**src/cwd_cfg.svh**
```systemverilog
// Constants for the crank wheel decoder and fault monitor
`ifndef CWD_CFG_SVH
`define CWD_CFG_SVH
`define CWD_WHEEL_POS       60
`define CWD_WHEEL_MISSING   2
`define CWD_PULSES_PER_REV  58
`define CWD_CLK_MHZ         200
`define CWD_TIMEOUT_MS      3000
`define CWD_TIMEOUT_CYC     (`CWD_TIMEOUT_MS * 1000 * `CWD_CLK_MHZ)
`define CWD_WARMUP_CLEAR    25
`define CWD_FAULT_SPN       10'h27C
`define CWD_FAULT_FMI       5'h02
`define CWD_PER_W           32
`define CWD_TOOTH_W         6
`define CWD_PERIOD_INIT     32'h0000_0000
`endif

```
**src/cwd_pkg.sv**
```systemverilog
// Types for the crank wheel decoder and fault monitor
package cwd_pkg;
   // Synchronisation state of the wheel decoder
   typedef enum logic [1:0] {
      CWD_SYNC_LOST,
      CWD_SYNC_SEEK,
      CWD_SYNC_LOCKED
   } cwd_sync_t;
endpackage

```
**src/cwd_cycle_tracker.sv**
```systemverilog
// Consecutive ignition and warm-up cycle bookkeeping for the lamp and code
`timescale 1ns/100ps
`default_nettype none
`include "cwd_cfg.svh"
module cwd_cycle_tracker #(
   parameter int WARM_N = `CWD_WARMUP_CLEAR
) (
   // Clock and reset
   input  wire logic clock_i,
   input  wire logic reset_i,
   // Cycle events
   input  wire logic ign_start_i,
   input  wire logic warmup_done_i,
   input  wire logic ran_i,
   input  wire logic failed_i,
   input  wire logic other_fail_i,
   input  wire logic clear_i,
   // Status
   output logic      lamp_o,
   output logic      history_o
);
   // ***************************************
   // State
   // ***************************************
   typedef struct packed {
      logic       cyc_ran;
      logic       cyc_fail;
      logic       prev_fail;
      logic       lamp;
      logic       hist;
      logic       warm_fail;
      logic [4:0] warm_cnt;
   } cwd_ct_t;
   cwd_ct_t st_r, st_nxt;

   // Cycle closing decisions
   always_comb begin
      st_nxt = st_r;
      if (ran_i) st_nxt.cyc_ran = 1'b1;
      if (failed_i) begin
         st_nxt.cyc_fail  = 1'b1;
         st_nxt.hist      = 1'b1;
         st_nxt.warm_fail = 1'b1;
      end
      if (other_fail_i) st_nxt.warm_fail = 1'b1;
      // Failing cycle: lamp on the second in a row
      if (failed_i && st_r.prev_fail) st_nxt.lamp = 1'b1;
      if (ign_start_i) begin
         // A result in the start cycle belongs to the new cycle
         st_nxt.cyc_ran  = ran_i;
         st_nxt.cyc_fail = failed_i;
         if (st_r.cyc_ran) begin
            st_nxt.prev_fail = st_r.cyc_fail;
            if (!st_r.cyc_fail) st_nxt.lamp = 1'b0;
         end
      end
      // Warm-up aging of the history code
      if (warmup_done_i) begin
         st_nxt.warm_fail = 1'b0;
         if (st_r.warm_fail || failed_i || other_fail_i) begin
            st_nxt.warm_cnt = 5'h00;
         end else if (st_r.warm_cnt == 5'(WARM_N - 1)) begin
            st_nxt.warm_cnt = 5'h00;
            st_nxt.hist     = 1'b0;
         end else begin
            st_nxt.warm_cnt = st_r.warm_cnt + 5'h01;
         end
      end
      // Service tool clear
      if (clear_i) begin
         st_nxt = '0;
      end
   end

   // State register
   always_ff @(posedge clock_i) begin
      if (reset_i) begin
         st_r <= '0;
      end else begin
         st_r <= st_nxt;
      end
   end

   assign lamp_o    = st_r.lamp;
   assign history_o = st_r.hist;
endmodule // cwd_cycle_tracker
`default_nettype wire

```
**src/cwd_tooth_timer.sv**
```systemverilog
// Measures period between crank pulse edges
`timescale 1ns/100ps
`default_nettype none
`include "cwd_cfg.svh"
module cwd_tooth_timer #(
   parameter int PER_W = `CWD_PER_W
) (
   // Clock and reset
   input  wire logic             clock_i,
   input  wire logic             reset_i,
   // Pulse input
   input  wire logic             pulse_i,
   // Results
   output logic                  edge_o,
   output logic [PER_W-1:0]      period_o,
   output logic [PER_W-1:0]      running_o
);
   // ***************************************
   // State
   // ***************************************
   typedef struct packed {
      logic             prev;
      logic             edge_seen;
      logic [PER_W-1:0] cnt;
      logic [PER_W-1:0] per;
   } cwd_tt_t;
   cwd_tt_t st_r, st_nxt;

   // Rising edge detection and period count
   always_comb begin
      st_nxt           = st_r;
      st_nxt.prev      = pulse_i;
      st_nxt.edge_seen = pulse_i & ~st_r.prev;
      if (pulse_i & ~st_r.prev) begin
         st_nxt.per = st_r.cnt;
         st_nxt.cnt = {{(PER_W-1){1'b0}}, 1'b1};
      end else if (~&st_r.cnt) begin
         st_nxt.cnt = st_r.cnt + {{(PER_W-1){1'b0}}, 1'b1};
      end
   end

   // State register
   always_ff @(posedge clock_i) begin
      if (reset_i) begin
         st_r <= '0;
      end else begin
         st_r <= st_nxt;
      end
   end

   assign edge_o    = st_r.edge_seen;
   assign period_o  = st_r.per;
   assign running_o = st_r.cnt;
endmodule // cwd_tooth_timer
`default_nettype wire

```
**src/cwd_top.sv**
```systemverilog
// Crank wheel decoder and crank signal fault monitor
//
// The register addresses and the strobed register port were decided locally.
`timescale 1ns/100ps
`default_nettype none
`include "cwd_cfg.svh"
module cwd_top #(
   parameter int       PER_W      = `CWD_PER_W,
   parameter longint   TIMEOUT_CYC = `CWD_TIMEOUT_CYC,
   parameter int       SNAP_W     = 16
) (
   // Clock and reset
   input  wire logic              clock_i,
   input  wire logic              reset_i,
   // Crank sensor
   input  wire logic              crank_position_sensor_i,
   // Engine state and cycle events
   input  wire logic              engine_active_i,
   input  wire logic              ign_start_i,
   input  wire logic              warmup_done_i,
   input  wire logic              other_fail_i,
   input  wire logic              service_clear_i,
   input  wire logic [SNAP_W-1:0] conditions_i,
   // Event schedule
   input  wire logic [5:0]        spark_tooth_i,
   input  wire logic [5:0]        fuel_tooth_i,
   input  wire logic [5:0]        cam_tooth_i,
   // Register port
   input  wire logic [3:0]        addr_i,
   input  wire logic [31:0]       wdata_i,
   input  wire logic              wr_i,
   input  wire logic              rd_i,
   output logic [31:0]            rdata_o,
   // Outputs
   output logic                   spark_o,
   output logic                   fuel_o,
   output logic                   cam_ref_o,
   output logic                   synced_o,
   output logic [5:0]             tooth_o,
   output logic [PER_W-1:0]       period_o,
   output logic                   fault_indicator_lamp_o,
   output logic                   code_current_o,
   output logic                   code_history_o,
   output logic                   irq_o
);
   // ***************************************
   // Register map
   // ***************************************
   localparam logic [3:0] A_STATUS = 4'h0;
   localparam logic [3:0] A_IRQ    = 4'h4;
   localparam logic [3:0] A_MASK   = 4'h8;
   localparam logic [3:0] A_SNAP   = 4'hC;
   localparam logic [3:0] A_CODE   = 4'h1;

   // ***************************************
   // Submodules
   // ***************************************
   logic             pedge;
   logic [PER_W-1:0] per, run;
   logic             lamp, hist;

   // Tooth period measurement
   cwd_tooth_timer #(.PER_W(PER_W)) u_timer (
      .clock_i  (clock_i),
      .reset_i  (reset_i),
      .pulse_i  (crank_position_sensor_i),
      .edge_o   (pedge),
      .period_o (per),
      .running_o(run)
   );

   // ***************************************
   // State
   // ***************************************
   typedef struct packed {
      cwd_pkg::cwd_sync_t sync;
      logic [5:0]         tooth;
      logic [PER_W-1:0]   last_per;
      logic [5:0]         since_gap;
      logic               spark;
      logic               fuel;
      logic               camref;
      logic [PER_W-1:0]   timeout;
      logic               cur;
      logic               fail_p;
      logic               pass_p;
      logic [SNAP_W-1:0]  snap;
      logic [2:0]         irq_st;
      logic [2:0]         mask;
      logic [31:0]        rdata;
   } cwd_st_t;
   cwd_st_t st_r, st_nxt;

   // Gap test: new period above 1.5 times previous
   function automatic logic is_gap(input logic [PER_W-1:0] np, input logic [PER_W-1:0] op);
      is_gap = ({1'b0, np} > ({1'b0, op} + {2'b00, op[PER_W-1:1]})) && (op != '0);
   endfunction

   // Decoder, scheduler, fault check, registers
   always_comb begin
      st_nxt        = st_r;
      st_nxt.spark  = 1'b0;
      st_nxt.fuel   = 1'b0;
      st_nxt.camref = 1'b0;
      st_nxt.fail_p = 1'b0;
      st_nxt.pass_p = 1'b0;
      st_nxt.rdata  = 32'h0000_0000;
      // Tooth handling on each pulse edge
      if (pedge) begin
         st_nxt.last_per = per;
         if (is_gap(per, st_r.last_per)) begin
            // Missing pair spans two extra positions
            if (st_r.sync == cwd_pkg::CWD_SYNC_LOCKED &&
                st_r.since_gap != 6'(`CWD_PULSES_PER_REV - 1)) begin
               st_nxt.sync = cwd_pkg::CWD_SYNC_SEEK;
            end else begin
               st_nxt.sync = cwd_pkg::CWD_SYNC_LOCKED;
            end
            st_nxt.tooth     = 6'h00;
            st_nxt.since_gap = 6'h00;
         end else begin
            st_nxt.since_gap = st_r.since_gap + 6'h01;
            st_nxt.tooth     = (st_r.tooth >= 6'(`CWD_WHEEL_POS - `CWD_WHEEL_MISSING - 1)) ?
                               6'h00 : st_r.tooth + 6'h01;
            if (st_r.sync == cwd_pkg::CWD_SYNC_LOST) st_nxt.sync = cwd_pkg::CWD_SYNC_SEEK;
            if (st_r.sync == cwd_pkg::CWD_SYNC_LOCKED &&
                st_r.since_gap >= 6'(`CWD_PULSES_PER_REV - 1)) begin
               st_nxt.sync = cwd_pkg::CWD_SYNC_SEEK;
            end
         end
         if (st_nxt.sync == cwd_pkg::CWD_SYNC_LOCKED) begin
            st_nxt.spark  = (st_nxt.tooth == spark_tooth_i);
            st_nxt.fuel   = (st_nxt.tooth == fuel_tooth_i);
            st_nxt.camref = (st_nxt.tooth == cam_tooth_i);
         end
      end
      // Loss of signal check while cranking or running
      if (!engine_active_i) begin
         // Engine stopped: check does not run
         st_nxt.timeout = '0;
      end else if (pedge) begin
         // Pulse seen: check passes, window restarts
         st_nxt.timeout = '0;
         st_nxt.pass_p  = 1'b1;
         st_nxt.cur     = 1'b0;
      end else if (st_r.timeout == PER_W'(TIMEOUT_CYC - 1)) begin
         // Full window of silence: fault, snapshot, angle lost
         st_nxt.timeout = '0;
         st_nxt.fail_p  = 1'b1;
         st_nxt.cur     = 1'b1;
         st_nxt.sync    = cwd_pkg::CWD_SYNC_LOST;
         st_nxt.snap    = conditions_i;
      end else begin
         // Still waiting for the next pulse
         st_nxt.timeout = st_r.timeout + {{(PER_W-1){1'b0}}, 1'b1};
      end
      // Register writes: clear-on-one status, mask
      if (wr_i && addr_i == A_IRQ)  st_nxt.irq_st = st_r.irq_st & ~wdata_i[2:0];
      if (wr_i && addr_i == A_MASK) st_nxt.mask   = wdata_i[2:0];
      // Sticky events win over a clear
      st_nxt.irq_st = st_nxt.irq_st | {pedge && is_gap(per, st_r.last_per), st_nxt.pass_p, st_nxt.fail_p};
      if (service_clear_i || (wr_i && addr_i == A_STATUS && wdata_i[0])) begin
         st_nxt.cur  = 1'b0;
         st_nxt.snap = '0;
      end
      // Register reads
      if (rd_i) begin
         case (addr_i)
            A_STATUS: st_nxt.rdata = {24'h0, hist, lamp, st_r.cur, st_r.sync, st_r.tooth[2:0]};
            A_IRQ:    st_nxt.rdata = {29'h0, st_r.irq_st};
            A_MASK:   st_nxt.rdata = {29'h0, st_r.mask};
            A_SNAP:   st_nxt.rdata = 32'(st_r.snap);
            A_CODE:   st_nxt.rdata = {17'h0, `CWD_FAULT_FMI, `CWD_FAULT_SPN};
            default:  st_nxt.rdata = 32'h0000_0000;
         endcase
      end
   end

   // Lamp and history across ignition and warm-up cycles
   cwd_cycle_tracker u_cycles (
      .clock_i      (clock_i),
      .reset_i      (reset_i),
      .ign_start_i  (ign_start_i),
      .warmup_done_i(warmup_done_i),
      .ran_i        (st_r.pass_p | st_r.fail_p),
      .failed_i     (st_r.fail_p),
      .other_fail_i (other_fail_i),
      .clear_i      (service_clear_i | (wr_i && addr_i == A_STATUS && wdata_i[0])),
      .lamp_o       (lamp),
      .history_o    (hist)
   );

   // State register
   always_ff @(posedge clock_i) begin
      if (reset_i) begin
         st_r <= '0;
      end else begin
         st_r <= st_nxt;
      end
   end

   // Output flops
   always_ff @(posedge clock_i) begin
      if (reset_i) begin
         irq_o <= 1'b0;
      end else begin
         irq_o <= |(st_nxt.irq_st & st_nxt.mask);
      end
   end
   assign rdata_o                = st_r.rdata;
   assign spark_o                = st_r.spark;
   assign fuel_o                 = st_r.fuel;
   assign cam_ref_o              = st_r.camref;
   assign synced_o               = (st_r.sync == cwd_pkg::CWD_SYNC_LOCKED);
   assign tooth_o                = st_r.tooth;
   assign period_o               = st_r.last_per;
   assign fault_indicator_lamp_o = lamp;
   assign code_current_o         = st_r.cur;
   assign code_history_o         = hist;

   // ***************************************
   // Checks
   // ***************************************
   // A fault raises the current code unless a service clear or status clear write comes in the same cycle
   a_timeout_sets_code: assert property (@(posedge clock_i) disable iff (reset_i)
      st_r.fail_p |-> st_r.cur) else $error("timeout without current code");
   // No fault while the engine is stopped
   a_idle_no_check: assert property (@(posedge clock_i) disable iff (reset_i)
      !engine_active_i |=> !st_r.fail_p) else $error("check ran while engine stopped");
   // A pulse while active clears the current code
   a_pass_clears: assert property (@(posedge clock_i) disable iff (reset_i)
      (engine_active_i && pedge && !service_clear_i) |=> !st_r.cur) else $error("pass left code");
   // Service clear puts the lamp out
   a_service_clear: assert property (@(posedge clock_i) disable iff (reset_i)
      service_clear_i |=> ##1 !lamp) else $error("lamp survived clear");
   // Snapshot holds the conditions of the failing cycle
   a_snap_taken: assert property (@(posedge clock_i) disable iff (reset_i)
      (st_nxt.fail_p && !service_clear_i) |=> st_r.snap == $past(conditions_i)) else $error("no snapshot");
   // Gap restarts the tooth count
   a_gap_zero: assert property (@(posedge clock_i) disable iff (reset_i)
      (pedge && is_gap(per, st_r.last_per)) |=> st_r.tooth == 6'h00) else $error("gap not at zero");
   // Tooth index stays on the wheel
   a_tooth_range: assert property (@(posedge clock_i) disable iff (reset_i)
      st_r.tooth < 6'(`CWD_PULSES_PER_REV)) else $error("tooth past 57");
   // Spark only while locked
   a_spark_locked: assert property (@(posedge clock_i) disable iff (reset_i)
      spark_o |-> synced_o) else $error("spark without sync");
   // Fuel only while locked
   a_fuel_locked: assert property (@(posedge clock_i) disable iff (reset_i)
      fuel_o |-> synced_o) else $error("fuel without sync");
   // Cam reference only while locked
   a_cam_locked: assert property (@(posedge clock_i) disable iff (reset_i)
      cam_ref_o |-> synced_o) else $error("cam reference without sync");
   // Spark on its scheduled tooth
   a_spark_tooth: assert property (@(posedge clock_i) disable iff (reset_i)
      spark_o |-> tooth_o == $past(spark_tooth_i)) else $error("spark on wrong tooth");
   // Fuel on its scheduled tooth
   a_fuel_tooth: assert property (@(posedge clock_i) disable iff (reset_i)
      fuel_o |-> tooth_o == $past(fuel_tooth_i)) else $error("fuel on wrong tooth");
   // Cam reference on its scheduled tooth
   a_cam_tooth: assert property (@(posedge clock_i) disable iff (reset_i)
      cam_ref_o |-> tooth_o == $past(cam_tooth_i)) else $error("cam reference on wrong tooth");
   // Every pulse period is reported
   a_period_taken: assert property (@(posedge clock_i) disable iff (reset_i)
      pedge |=> period_o == $past(per)) else $error("period not updated");
   // Fault only after an active cycle
   a_fault_active: assert property (@(posedge clock_i) disable iff (reset_i)
      st_r.fail_p |-> $past(engine_active_i)) else $error("fault while engine stopped");
   // Gap gives lock when not locked
   a_lock_on_gap: assert property (@(posedge clock_i) disable iff (reset_i)
      (pedge && is_gap(per, st_r.last_per) && !synced_o) |=> synced_o) else $error("gap did not lock");
   // Wrong tooth count between gaps drops lock
   a_count_lock: assert property (@(posedge clock_i) disable iff (reset_i)
      (pedge && is_gap(per, st_r.last_per) && synced_o &&
       st_r.since_gap != 6'(`CWD_PULSES_PER_REV - 1)) |=> !synced_o) else $error("lock kept on bad count");
   // Code register reads the fixed fault code
   a_code_value: assert property (@(posedge clock_i) disable iff (reset_i)
      (rd_i && addr_i == A_CODE) |=> rdata_o == {17'h0, `CWD_FAULT_FMI, `CWD_FAULT_SPN}) else $error("wrong code");
   // Read data only in the cycle after a read
   a_rdata_idle: assert property (@(posedge clock_i) disable iff (reset_i)
      !rd_i |=> rdata_o == 32'h0000_0000) else $error("read data without read");
   // Service clear drops the current code
   a_clear_code: assert property (@(posedge clock_i) disable iff (reset_i)
      service_clear_i |=> !code_current_o) else $error("code survived clear");
   // Interrupt follows the unmasked sticky bits
   a_irq_level: assert property (@(posedge clock_i) disable iff (reset_i)
      irq_o == |(st_r.irq_st & st_r.mask)) else $error("interrupt level wrong");
   // Fault drops angle lock
   a_fault_unlocks: assert property (@(posedge clock_i) disable iff (reset_i)
      st_r.fail_p |-> !synced_o) else $error("lock kept after fault");
endmodule // cwd_top
`default_nettype wire

```
**config.mk**
```make
export PLATFORM = sky130hd
export DESIGN_NAME = cwd_top
export DESIGN_NICKNAME = d
export VERILOG_FILES = /design/src/cwd_pkg.sv /design/src/cwd_cycle_tracker.sv /design/src/cwd_tooth_timer.sv /design/src/cwd_top.sv
export VERILOG_INCLUDE_DIRS = /design/src /design/src/src
export SDC_FILE = /design/constraint.sdc
export NUM_CORES = 1
export LEC_CHECK = 0
export ABC_AREA = 1
export BUFFER_PORTS_ARGS = -buffer_cell sky130_fd_sc_hd__buf_2
export CORE_UTILIZATION = 32
export CTS_CLUSTER_SIZE = 25
export DETAILED_ROUTE_END_ITERATION = 7
export PLACE_DENSITY = 0.56
export SYNTH_ARGS = -nofsm -noshare
export SYNTH_HDL_FRONTEND = slang
export SYNTH_SLANG_ARGS = --single-unit
```
**constraint.sdc**
```tcl
create_clock -name clock_i -period 6.23 [get_ports clock_i]
set_clock_uncertainty 0.15 [all_clocks]
set_input_delay 1.246 -clock clock_i [delete_from_list [all_inputs] [get_ports clock_i]]
set_output_delay 1.246 -clock clock_i [all_outputs]
set_load 0.01 [all_outputs]
```
# == Word level (Yosys, flattened, before mapping) ==
# Index checks and enable logic that the tools add are counted.
# op_classes
add_sub_neg,6
n_mul,0
div,0
n_lt_le_gt_ge,3
n_eq_ne,13
n_shift,0
muxes,37
n_bitwise,12
n_reduce_logical,31
# op_table
operator,count
16-bit one-hot mux with 5 select lines,1
"32-bit by 1-bit adder with 32-bit output, second input constant",2
49-bit 2-to-1 mux,1
32-bit by 31-bit adder with 33-bit output,1
32-bit by 33-bit > comparator with 1-bit output,1
"32-bit by 30-bit equality test with 1-bit output, second input constant",1
16-bit 2-to-1 mux,2
32-bit AND reduction,1
32-bit nonzero test,1
6-bit equality test,3
18-bit 2-to-1 mux,1
2-bit 2-to-1 mux,9
8-bit 2-to-1 mux,2
"6-bit by 1-bit adder with 6-bit output, second input constant",2
"6-bit greater-or-equal comparator, second input constant",2
1-bit 2-to-1 mux,12
6-bit 2-to-1 mux,2
5-bit 2-to-1 mux,2
1-bit logical AND,9
3-bit 2-to-1 mux,3
3-bit OR reduction,3
"4-bit equality test, second input constant",2
2-bit nonzero test,4
2-bit OR reduction,4
21 further kinds,31
# totals
register_bits,216
latchBits,0
ramBits,0
rom_bits,0
input_bits,80
wordCells,130
mem_count,0

# == Longest topological paths before layout ==
# logic_depth
depth_word,11
depth_mapped,32
ltp_nobuf,32

# == Modules after synthesis ==
# A second synthesis with hierarchy kept.
# unflattened
cells_unflattened,1800
hier_area_um2,12777.3
# by_module_without_submodules
module,n_inst,cells_per_inst,area_each_um2
cwd_top,1,1214,8673.3
cwd_tooth_timer,1,519,3597.2
cwd_cycle_tracker,1,67,506.7

# == Least setup slack after synthesis ==
# OpenSTA, ideal clock, no wires.
# synth_timing
path_kind,register to register
startpoint,"register st_r, in the netlist period_o[2]"
endpoint,"register st_r, in the netlist fuel_o"
setup_ps,64
arrival_ps,3718
path_slack_ps,2298
stages_incl_launch_ff,32
path_cell_list,dfxtp_1 > inv_1 > ha_1 > a21oi_1 > nand2_1 > a21oi_2 > o21ai_1 > a21boi_0 > inv_1 > nand2_1 > nand2_1 > a21boi_1 > o21bai_1 > xnor2_1 > ha_1 > nand2_1 > inv_1 > nand3_1 > nor3_1 > nand2_1 > nand2_1 > nand2_1 > nand2_1 > nand2_1 > nand2_1 > nand2_4 > buf_4 > nand3_1 > nand2_1 > nor2_1 > nand2_1 > nor2_1
# synth_between
elab_chain_cells,8
elab_cells_between_ends,10
classes_between,add/sub: 1; order compare: 1; eq/ne: 2; mux: 2; bitwise: 1; reduce/logical: 3
# synth_lines
item,line_no,rtl
start: declaration,cwd_top.sv:92,"cwd_st_t st_r, st_nxt;"
start signal: assignment,cwd_top.sv:198,st_r <= st_nxt;
32-bit by 31-bit adder with 33-bit output,cwd_top.sv:96,"is_gap = ({1'b0, np} > ({1'b0, op} + {2'b00, op[PER_W-1:1]})) && (op != '0);"
32-bit by 33-bit > comparator with 1-bit output,cwd_top.sv:96,
1-bit logical AND (*),cwd_top.sv:96,
8-bit 2-to-1 mux (*),cwd_top.sv:111,"if (is_gap(per, st_r.last_per)) begin"
8-bit 2-to-1 mux (*),cwd_top.sv:109,if (pedge) begin
2-bit equality test,cwd_top.sv:131,if (st_nxt.sync == cwd_pkg::CWD_SYNC_LOCKED) begin
1-bit NOT (no line),n/a,
3-bit OR reduction (no line),n/a,
# Mark *: on every way between the ends. The rest lies on a longest branch, timed or not. The select of a mux whose other input is x is not followed.
# A chain may end at the register's enable or synchronous reset.

# == Worst setup path after layout ==
# Same ends and word-level chain as after synthesis.

==> flow_summary.yaml <==
global_routing:
  grt_pass1_wl_um: 50000
  gr-usage-all-layers_pct: 16.4
  antenna_found_initial: 0
  grt_pass1_vias: 9740
  grt-ovfl-total: 0
  grt_max_degree: 45
flow_run:
  maxCapViolations: 0
setup_path:
  crit_path_start_kind: "register"
  slowest_stage: "dfxtp_1"
  r2r_cells: 30
  cp_max_fo: 28
  critical_path_class: "reg -> reg"
  crit_path_end_kind: "register"
  cpMostUsedCell: "nand2_1"
  slowest_delay_ns: 0.44
  cp.arrival_ns: 5.41
  crit_required_ns: 6.47
clock_network:
  htreeDepth: 4
  cts_resized: 0
  clk_pin_slew_ns: 0.08
  cts_root_buf: "clkbuf_16"
  cts_tree: "built"
  post_cts_buffers: 0
  clockBufferDepth: 2
  cts-hold-fix-buffers: 0
  insertion_delay_ns: 0.45
  cts_made_buffers: 17
  clock-sinks: 200
floorplan:
  std_cell_rows: 70
  initial_core_util_pct: 32.5
  ioPinCount: 158
  fp.dieH_um: 194
  die-area_um2: 37800
  core_um2: 36500
  die_w_um: 194
placement:
  gp_congestion: 0.863
  hpwl_um: 24300
  io_buffers: 112
route:
  viasPerCell: 4.83
  post-route-drc-count: 1
  firstDrtPassIters: 7
  wl_per_cell_um: 14.2
  drt_iter0_markers: 592
  num_vias: 10500
  routed_wirelength_um: 31000
  ant_nets: 0
sta:
  maxSlewHeadroom_pct: 36.3
  tns_ns: 0
  slew_violations: 0
  setup_violations: 0
  fmax_ghz: 0.194
  finalHoldViolations: 0
  worstMarginPinSlew_ns: 0.950
  post-route-min-period_ns: 5.17
  fin_crit_sh_pct: 82.9
  rsz0062_at_grt: "no"
logic_synthesis:
  ys_seq_area_share_pct: 33.8
  synth.most_common_cell: "nand2_1"
  syn_area_per_cell_um2: 7.19
  synthArstFlopShare_pct: 0
  yosysUniqueCellTypes: 53
  synth_area_leader_cell: "dfxtp_1"
  synth_top_area_share_pct: 33.8
  ys_warn_count: 0
  syn_area_um2: 11900
  yosys_register_bits: 200
  synthTopCellsByCount: "nand2_1 (277), inv_1 (263), dfxtp_1 (200), nor2_1 (174), ha_1 (90)"
  yosys_most_used_dff: "dfxtp_1"
  syn_inst: 1648
  synth_edf_count: 0
  synthTopCellsByArea: "dfxtp_1 (34%), ha_1 (9.5%), nand2_1 (8.8%), inv_1 (8.3%), nor2_1 (5.5%)"
power_and_ir_drop:
  finalPower_mw: 2.55
  ir_drop_uv: 194
  p_leak_nw: 5.72
  cellPowerDensity_nw_per_um2: 196
outcome:
  violations: "design-rule violations"
  status: "finished, violations left"
layout:
  diodes: 0
  area_growth_pct: 9.92
  nFillCells: 3899
  nNetsFinal: 1869
  drive_gt1_share_pct: 10.8
min_path:
  hp-class: "reg -> reg"
  worstHoldPathCells: 1
## registers in the layout (all words and copies together) (netlist names), 6 cells and up
register	flops
u_timer.running_o	32
tooth_o	6
u_timer.period_o	32
st_r	64
rdata_o	16
period_o	32
u_cycles.st_r	9
## where the power goes
group | internal [mW] | switching [mW] | leakage, nW
clock | 0.602 | 0.538 | 0.280
sequential | 1.28 | 0.00579 | 1.61
combinational | 0.0369 | 0.0826 | 3.82
total | 1.92 | 0.626 | 5.72
## worst max-delay path, delay by kind of cell (launching register included)
family | cells | cell delay [ns]
fa+ha+maj | 2 | 0.65
flops | 1 | 0.44
xor+xnor | 1 | 0.16
compound gates | 6 | 1.32
buf+inv | 3 | 0.22
simple gates | 18 | 2.19
## worst paths after layout
kind	to	slack (ns)	from
max	fuel_o	1.06	period_o[2]
min	st_r[57]	0.29	st_r[57]
max reg2reg	fuel_o	1.06	period_o[2]
min reg2reg	st_r[57]	0.29	st_r[57]
## cell families after synthesis
| logic type | synth area share (%) |
|---|---|
| AO/OA/AOI/OAI | 13.2 |
| XOR/XNOR | 4.36 |
| adder cells (fa/ha/maj) | 9.67 |
| buffers and inverters | 14.2 |
| flip-flops | 33.8 |
| other | 0.0316 |
| AND/OR/NAND/NOR | 24.9 |
## per-layer routing
layer,wire [µm],track usage [%]
met4,591,5.11
met3,1330,2.65
met1,15000,22.1
met5,0,0
met2,14100,26.8
## through the flow
stage               worst slack [ns]  hold WS (ns)  utilization [%]  instance area (µm²)  instances
floorplan                       2.30         0.263                -                11900       1663
global placement                1.16         0.275             34.1                12400       2147
detailed placement              1.08         0.284             34.1                12400       2147
CTS                             1.00         0.298             35.7                13000       2178
global route                   0.349         0.313             35.7                13000       2178
finish                          1.06         0.295             35.7                13000       2178
## cells in the final DEF, fill, tap and decap left out, drive strengths merged, types with 2 or more instances in the layout
master and instances:
inv 272, o21bai 4, nor2 180, nand3b 9, nand2 283, conb 16
nand4 44, o21a 3, clkinv 6, a21o 11, and2 2, o22ai 68
clkinvlp 4, nor3b 12, a211oi 9, a221oi 3, nand3 61, o21ai 66
a21oi 76, nor3 52, clkbuf 17, nor4 13, buf 118, dfxtp 200
ha 90, or2 3, a31oi 14, xor2 43, a21boi 4, xnor2 16
bufinv 2
## cell type report
class	instances	area, µm²	area share [%]
multi-input combinational	1091	6230	47.8
sequential	200	4000	30.7
inverter	270	1010	7.78
timing repair buffer	118	606	4.65
tap	468	586	4.49
clock buffer	17	425	3.26
clock inverter	14	168	1.29
No activity file was read; power rests on OpenSTA's default activity.
